--- src/stb_pkg.sv ---
// Purpose: Shared constants for the step trigger broadcast registers
// Assumes: 16-bit register words on a plain strobe port
// Notes:   Offsets are word indices on the register port
package stb_pkg;
  localparam int unsigned DATA_W = 16;
  localparam int unsigned ADDR_W = 4;
  // ---------------------------------------------------------------
  // Register offsets
  // ---------------------------------------------------------------
  localparam logic [3:0] OFF_MASK   = 4'h0;
  localparam logic [3:0] OFF_ADJUST = 4'h1;
  localparam logic [3:0] OFF_LIT    = 4'h2;
  localparam logic [3:0] OFF_STATUS = 4'h3;
  localparam logic [3:0] OFF_TLIM   = 4'h4;
  localparam logic [3:0] OFF_CLIM   = 4'h5;
  localparam logic [3:0] OFF_SDLIM  = 4'h6;
  localparam logic [15:0] RST_WORD  = 16'h0000;
  // ---------------------------------------------------------------
  // Mask fields
  // ---------------------------------------------------------------
  localparam int unsigned CONV_LSB = 12;
  localparam int unsigned CAPT_LSB = 8;
  localparam int unsigned CCLK_LSB = 4;
  localparam int unsigned CTRG_LSB = 0;
  localparam logic [3:0] BCAST_OPTION = 4'hF;
  // Add step targets
  localparam logic [1:0] TGT_TIMER = 2'h0;
  localparam logic [1:0] TGT_COUNT = 2'h1;
  localparam logic [1:0] TGT_DELAY = 2'h2;
  localparam logic [1:0] TGT_LIT   = 2'h3;
endpackage

--- src/stb_broadcast_regs.sv ---
// Purpose: Broadcast mask, adjust and literal registers of the sequencer
// Assumes: Step decoder presents one-cycle step strobes on sys_clk
// Notes:   Trigger outputs are one-cycle registered pulses
`timescale 1ns/100ps
`default_nettype none
module stb_broadcast_regs (
  // Clock and reset
  input  wire logic                       sys_clk,
  input  wire logic                       rstn,
  // Register port
  input  wire logic [stb_pkg::ADDR_W-1:0] regAddr,
  input  wire logic [stb_pkg::DATA_W-1:0] regWdata,
  input  wire logic                       regWr,
  input  wire logic                       regRd,
  output logic      [stb_pkg::DATA_W-1:0] regRdata,
  // Sequencer state
  input  wire logic                       sequencerEnable,
  input  wire logic                       sequencerStart,
  // Step commands
  input  wire logic                       controlStep,
  input  wire logic [3:0]                 controlOption,
  input  wire logic                       literalStep,
  input  wire logic                       addStep,
  input  wire logic [1:0]                 addTarget,
  // Peripheral triggers
  output logic      [3:0]                 convTrig,
  output logic      [3:0]                 captureTrig,
  output logic      [3:0]                 compareClk,
  output logic      [3:0]                 compareTrig,
  // Converter channel select write
  output logic                            chanSelWr,
  output logic      [stb_pkg::DATA_W-1:0] chanSelData
);
  import stb_pkg::*;

  logic [DATA_W-1:0] mask_q;
  logic [DATA_W-1:0] adjust_q;
  logic [DATA_W-1:0] literal_q;
  logic [DATA_W-1:0] bankRd;
  logic [DATA_W-1:0] bankAdd;
  logic [DATA_W-1:0] addSum;
  logic              locked;
  logic              bcast;
  logic              swWr;
  logic              bankWr;
  logic [1:0]        bankSel;
  logic [DATA_W-1:0] bankData;
  logic [ADDR_W-1:0] rdAddr_q;
  logic              rdPend_q;

  function automatic logic isLimit(input logic [ADDR_W-1:0] a);
    return a == OFF_TLIM || a == OFF_CLIM || a == OFF_SDLIM;
  endfunction

  function automatic logic [1:0] limSel(input logic [ADDR_W-1:0] a);
    case (a)
      OFF_TLIM:  limSel = TGT_TIMER;
      OFF_CLIM:  limSel = TGT_COUNT;
      OFF_SDLIM: limSel = TGT_DELAY;
      default:   limSel = TGT_LIT;
    endcase
  endfunction

  // ---------------------------------------------------------------
  // Write lock and step decode
  // ---------------------------------------------------------------
  assign locked = sequencerEnable && sequencerStart;
  assign swWr   = regWr && !locked;
  // Broadcast needs the all-ones option; other options never fire
  assign bcast  = controlStep && controlOption == BCAST_OPTION;
  assign addSum = bankAdd + adjust_q;

  // ---------------------------------------------------------------
  // Registers
  // ---------------------------------------------------------------
  always_ff @(posedge sys_clk or negedge rstn) begin
    if (!rstn) begin
      mask_q <= RST_WORD;
    end else if (swWr && regAddr == OFF_MASK) begin
      mask_q <= regWdata;
    end
  end

  always_ff @(posedge sys_clk or negedge rstn) begin
    if (!rstn) begin
      adjust_q <= RST_WORD;
    end else if (swWr && regAddr == OFF_ADJUST) begin
      adjust_q <= regWdata;
    end
  end

  // Step update wins over a software write in the same cycle
  always_ff @(posedge sys_clk or negedge rstn) begin
    if (!rstn) begin
      literal_q <= RST_WORD;
    end else if (addStep && addTarget == TGT_LIT) begin
      literal_q <= literal_q + adjust_q;
    end else if (swWr && regAddr == OFF_LIT) begin
      literal_q <= regWdata;
    end
  end

  always_comb begin
    bankWr   = 1'b0;
    bankSel  = TGT_LIT;
    bankData = regWdata;
    if (addStep && addTarget != TGT_LIT) begin
      bankWr   = 1'b1;
      bankSel  = addTarget;
      bankData = addSum;
    end else if (swWr && isLimit(regAddr)) begin
      bankWr  = 1'b1;
      bankSel = limSel(regAddr);
    end
  end

  stb_limit_bank uBank (
    .sys_clk (sys_clk),
    .rstn    (rstn),
    .wrEn    (bankWr),
    .wrSel   (bankSel),
    .wrData  (bankData),
    .rdSel   (limSel(regAddr)),
    .rdData  (bankRd),
    .addSel  (addTarget),
    .addData (bankAdd)
  );

  // ---------------------------------------------------------------
  // Read path
  // ---------------------------------------------------------------
  always_ff @(posedge sys_clk or negedge rstn) begin
    if (!rstn) begin
      rdAddr_q <= OFF_MASK;
      rdPend_q <= 1'b0;
    end else begin
      rdAddr_q <= regAddr;
      rdPend_q <= regRd;
    end
  end

  // Data only in the cycle after the strobe; unmapped reads zero
  always_comb begin
    regRdata = RST_WORD;
    if (rdPend_q) begin
      case (rdAddr_q)
        OFF_MASK:   regRdata = mask_q;
        OFF_ADJUST: regRdata = adjust_q;
        OFF_LIT:    regRdata = literal_q;
        OFF_STATUS: regRdata = {{(DATA_W-1){1'b0}}, locked};
        OFF_TLIM,
        OFF_CLIM,
        OFF_SDLIM:  regRdata = bankRd;
        default:    regRdata = RST_WORD;
      endcase
    end
  end

  // ---------------------------------------------------------------
  // Broadcast triggers
  // ---------------------------------------------------------------
  always_ff @(posedge sys_clk or negedge rstn) begin
    if (!rstn) begin
      convTrig    <= 4'h0;
      captureTrig <= 4'h0;
      compareClk  <= 4'h0;
      compareTrig <= 4'h0;
    end else begin
      convTrig    <= bcast ? mask_q[CONV_LSB +: 4] : 4'h0;
      captureTrig <= bcast ? mask_q[CAPT_LSB +: 4] : 4'h0;
      compareClk  <= bcast ? mask_q[CCLK_LSB +: 4] : 4'h0;
      compareTrig <= bcast ? mask_q[CTRG_LSB +: 4] : 4'h0;
    end
  end

  // ---------------------------------------------------------------
  // Channel select write
  // ---------------------------------------------------------------
  always_ff @(posedge sys_clk or negedge rstn) begin
    if (!rstn) begin
      chanSelWr   <= 1'b0;
      chanSelData <= RST_WORD;
    end else begin
      chanSelWr <= controlStep && literalStep;
      if (controlStep && literalStep) begin
        chanSelData <= literal_q;
      end
    end
  end
endmodule
`default_nettype wire

--- src/stb_limit_bank.sv ---
// Purpose: Small store for the three limit words the add step adjusts
// Assumes: One write port, one registered read port
// Notes:   Step write has priority over software write
`timescale 1ns/100ps
`default_nettype none
module stb_limit_bank (
  // Clock and reset
  input  wire logic                       sys_clk,
  input  wire logic                       rstn,
  // Write port
  input  wire logic                       wrEn,
  input  wire logic [1:0]                 wrSel,
  input  wire logic [stb_pkg::DATA_W-1:0] wrData,
  // Read port
  input  wire logic [1:0]                 rdSel,
  output logic      [stb_pkg::DATA_W-1:0] rdData,
  // Add operand port, read combinationally
  input  wire logic [1:0]                 addSel,
  output logic      [stb_pkg::DATA_W-1:0] addData
);
  import stb_pkg::*;
  logic [DATA_W-1:0] mem_q [0:2];

  always_ff @(posedge sys_clk or negedge rstn) begin
    if (!rstn) begin
      mem_q[0] <= RST_WORD;
      mem_q[1] <= RST_WORD;
      mem_q[2] <= RST_WORD;
    end else if (wrEn && wrSel != TGT_LIT) begin
      mem_q[wrSel] <= wrData;
    end
  end

  always_ff @(posedge sys_clk or negedge rstn) begin
    if (!rstn) begin
      rdData <= RST_WORD;
    end else if (rdSel != TGT_LIT) begin
      rdData <= mem_q[rdSel];
    end else begin
      rdData <= RST_WORD;
    end
  end

  assign addData = (addSel != TGT_LIT) ? mem_q[addSel] : RST_WORD;
endmodule
`default_nettype wire

--- config.mk ---
export PLATFORM = sky130hd
export DESIGN_NAME = stb_broadcast_regs
export DESIGN_NICKNAME = d
export VERILOG_FILES = /design/src/stb_pkg.sv /design/src/stb_broadcast_regs.sv /design/src/stb_limit_bank.sv
export SDC_FILE = /design/constraint.sdc
export NUM_CORES = 1
export LEC_CHECK = 0
export ABC_AREA = 1
export BUFFER_PORTS_ARGS = -buffer_cell sky130_fd_sc_hd__buf_4
export CAP_MARGIN = 20
export CORE_ASPECT_RATIO = 0.6
export CORE_MARGIN = 4
export CORE_UTILIZATION = 60
export DETAILED_ROUTE_END_ITERATION = 16
export PLACE_DENSITY_LB_ADDON = 0.15
export SYNTH_ARGS = -nofsm -noshare
export SYNTH_HDL_FRONTEND = slang
export SYNTH_SLANG_ARGS = --single-unit
--- constraint.sdc ---
create_clock -name sys_clk -period 2.8 [get_ports sys_clk]
set_input_delay 0.28 -clock sys_clk [delete_from_list [all_inputs] [get_ports sys_clk]]
set_output_delay 0.28 -clock sys_clk [all_outputs]
set_load 0.03 [all_outputs]
==> results.cfg <==
[placement]
port_buffers = 83
placed_cells = 1435
gp_congestion = 0.982
dp_hpwl_um = 18800

[die]
num_rows = 33
die_w_um = 163
io_pins = 84
initial_core_util = 0.625
die_area_um2 = 16500
coreArea_um2 = 13900
fp.dieH_um = 101

[global_route]
grt_overflow_total = 0
grt_max_degree = 81
antenna_found_initial = 0
first_global_vias = 7857
grtUsageTotal = 0.315
grt_pass1_wl_um = 40800

[critical_path]
cp_slowest_cell = nand3b_1
crit_path_max_fanout = 16
path_common_cell = nor2_1
critPathMaxStageDelay_ns = 0.55
worstPathRequired_ns = 2.52
worstSetupPathType = flop to output pin
arrival_ns = 2.36
start_kind = flop
cp-end-kind = output pin
path_cells = nand2_1 -> nand3b_1 -> nor2_1 -> a311oi_1 -> nor2_1 -> buf_4

[timing]
hold_violations = 0
drv_slew = 0
fin_crit_ns = 2.64
worstMarginPinSlew_ns = 0.944
fin_skew_ns = 0.0129
max_freq_mhz = 379
final.setup.tns_ns = 0
rsz0062_at_grt = no
setup_viol = 0
slew_headroom = 0.369
min_period_over_period = 0.941

[route]
routed_wl_um = 25000
ant_nets = 0
route.detailed.wl_per_inst_um = 17.0
drc = 0
vias = 8341
firstDrtPassIters = 9
routed_via_density = 5.67
drt_iter0_drc = 950

[finish]
nets = 1333
drive_gt1_frac = 0.123
layout.cells.most_common = nand2_1
diodes = 0
fillers = 1149
finalNonFillerCells = 1471
final_cell_mix = 323 x nand2_1, 183 x inv_1, 150 x dfrtp_1
synthToLayoutAreaGrowth_pct = 16.7

[synthesis]
postSynth.asyncResetShare = 1.00
synthCells = 1185
synth-edff-count = 0
synth-seq-cells = 150
syn_nets = 1252
yosysUniqueCellTypes = 38
ys_seq_area_frac = 0.432
synth_warnings = 0
synth-main-ff-cell = dfrtp_1
syn_avg_cell_area_um2 = 7.34
netlist_area_um2 = 8700

[pwr]
leakage_nw = 5.33
p_per_area_nw_per_um2 = 751
vdd_drop_max_v = 0.000369

[outcome]
run_status = finished, final reports clean

[flow_run]
maxCapViolCount = 0

[clock_tree]
htree_levels = 4
numClockSinks = 150
cts_tree = done
clkSlewWorstSetupHoldPaths_ns = 0.06
cts_max_path_buffers = 2
root_buffer = clkbuf_16
postCtsSetupRepairBufs = 0
clk_latency_ns = 0.43
cts_buffers = 17

[worst_hold_path]
hold_path_class = input pin to flop
[registers in the layout, summed over array words and instances, names as in the netlist]
register      flops
adjust_q         16
captureTrig       4
chanSelData      16
chanSelWr         1
compareClk        4
compareTrig       4
convTrig          4
literal_q        16
mask_q           16
rdAddr_q          4
rdPend_q          1
uBank.mem_q      48
uBank.rdData     16
[where the power goes]
part,internal (mW),total (mW),switching [mW]
clock,1.26,2.26,0.997
sequential,2.59,2.88,0.295
combinational,0.850,2.48,1.63
total,4.70,7.62,2.92
[cell families (layout without fill, tap and decap cells)]
| family | Yosys count | count (layout) | synth area share |
|---|---|---|---|
| simple gates | 534 | 534 | 0.255 |
| buf+inv | 235 | 329 | 0.106 |
| compound gates | 228 | 228 | 0.154 |
| flops | 150 | 150 | 0.432 |
| fa+ha+maj | 32 | 32 | 0.0478 |
| xor+xnor | 6 | 6 | 0.00604 |
[Yosys cell counts, types with 2 or more instances]
| cell type | instances | area (um2) |
|---|---|---|
| nand4_1 | 5 | 31.3 |
| buf_4 | 6 | 45.0 |
| a31oi_4 | 2 | 42.5 |
| o22ai_1 | 39 | 244 |
| fa_1 | 2 | 40.0 |
| ha_1 | 30 | 375 |
| nor3_1 | 6 | 30.0 |
| or2_2 | 3 | 18.8 |
| o311ai_1 | 2 | 17.5 |
| o21ai_0 | 114 | 571 |
| nand3_1 | 82 | 410 |
| clkbuf_1 | 25 | 93.8 |
| inv_2 | 8 | 30.0 |
| nor2_2 | 4 | 25.0 |
| xor2_1 | 3 | 26.3 |
| nand3b_1 | 5 | 37.5 |
| nor2_4 | 3 | 33.8 |
| nand2_1 | 323 | 1210 |
| o2bb2ai_1 | 5 | 43.8 |
| o21ai_1 | 7 | 35.0 |
| dfrtp_1 | 150 | 3750 |
| a21oi_1 | 31 | 155 |
| inv_1 | 183 | 687 |
| buf_2 | 12 | 60.1 |
| xnor2_1 | 3 | 26.3 |
| o211ai_1 | 11 | 82.6 |
| nor2_1 | 98 | 368 |
| a311oi_1 | 13 | 114 |
[timing repair]
action                                  4_1_cts  5_1_grt
endpoints found under the setup margin        0        9
endpoints found under the hold margin        81        0
hold buffers                                  4        0
resized for setup                             0        1
[final timing paths]
check                                            startpoint                          end  slack [ns]  cells past startpoint
worst max-delay path                  rdAddr_q[1]$_DFF_PN0_                  regRdata[9]        0.16                      6
worst min-delay path                             regAddr[0]        rdAddr_q[0]$_DFF_PN0_        0.02                      1
worst max register to register  uBank.mem_q[32]$_DFFE_PN0P_  uBank.mem_q[24]$_DFFE_PN0P_        0.31                     16
worst min register to register   uBank.mem_q[6]$_DFFE_PN0P_   uBank.mem_q[6]$_DFFE_PN0P_        0.48                      2
max in group asynchronous                              rstn  uBank.mem_q[10]$_DFFE_PN0P_        1.66                      3
min in group asynchronous                              rstn   chanSelData[1]$_DFFE_PN0P_        0.46                      2
[layer usage]
metal | global-route usage | vias up | part of all wire
met5 | 0 | - | 0
met4 | 0.0876 | 0 | 0.022
met3 | 0.0773 | 55 | 0.099
met2 | 0.464 | 411 | 0.42
met1 | 0.468 | 3881 | 0.46
li1 | - | 3994 | -
[stage by stage]
stage	worst slack [ns]	utilization	hold WS, ns	instance area (um2)	total power, mW
floorplan	0.403	-	-0.0156	8700	4.56
global placement	0.322	0.685	0.371	9540	5.25
detailed placement	0.238	0.685	0.377	9540	5.31
CTS	0.120	0.729	0.0174	10100	7.57
global route	0.00779	0.729	0.0150	10100	8.08
finish	0.164	0.729	0.0220	10100	7.62
[final cells by class]
type,instances,area (um2),area share
Multi-Input combinational cell,800,4040,0.398
Sequential cell,150,3750,0.370
Timing Repair Buffer,106,835,0.0822
Inverter,191,717,0.0706
Clock buffer,20,447,0.0440
Tap cell,192,240,0.0237
Clock inverter,12,120,0.0118
[worst max-delay path: cells and delay by family, from the launching register on]
family | cells | cell delay, ns
AO/OA/AOI/OAI | 1 | 0.49
flip-flops | 1 | 0.42
AND/OR/NAND/NOR | 4 | 0.82
buffers and inverters | 1 | 0.20
No activity file was read; power rests on OpenSTA's default activity.
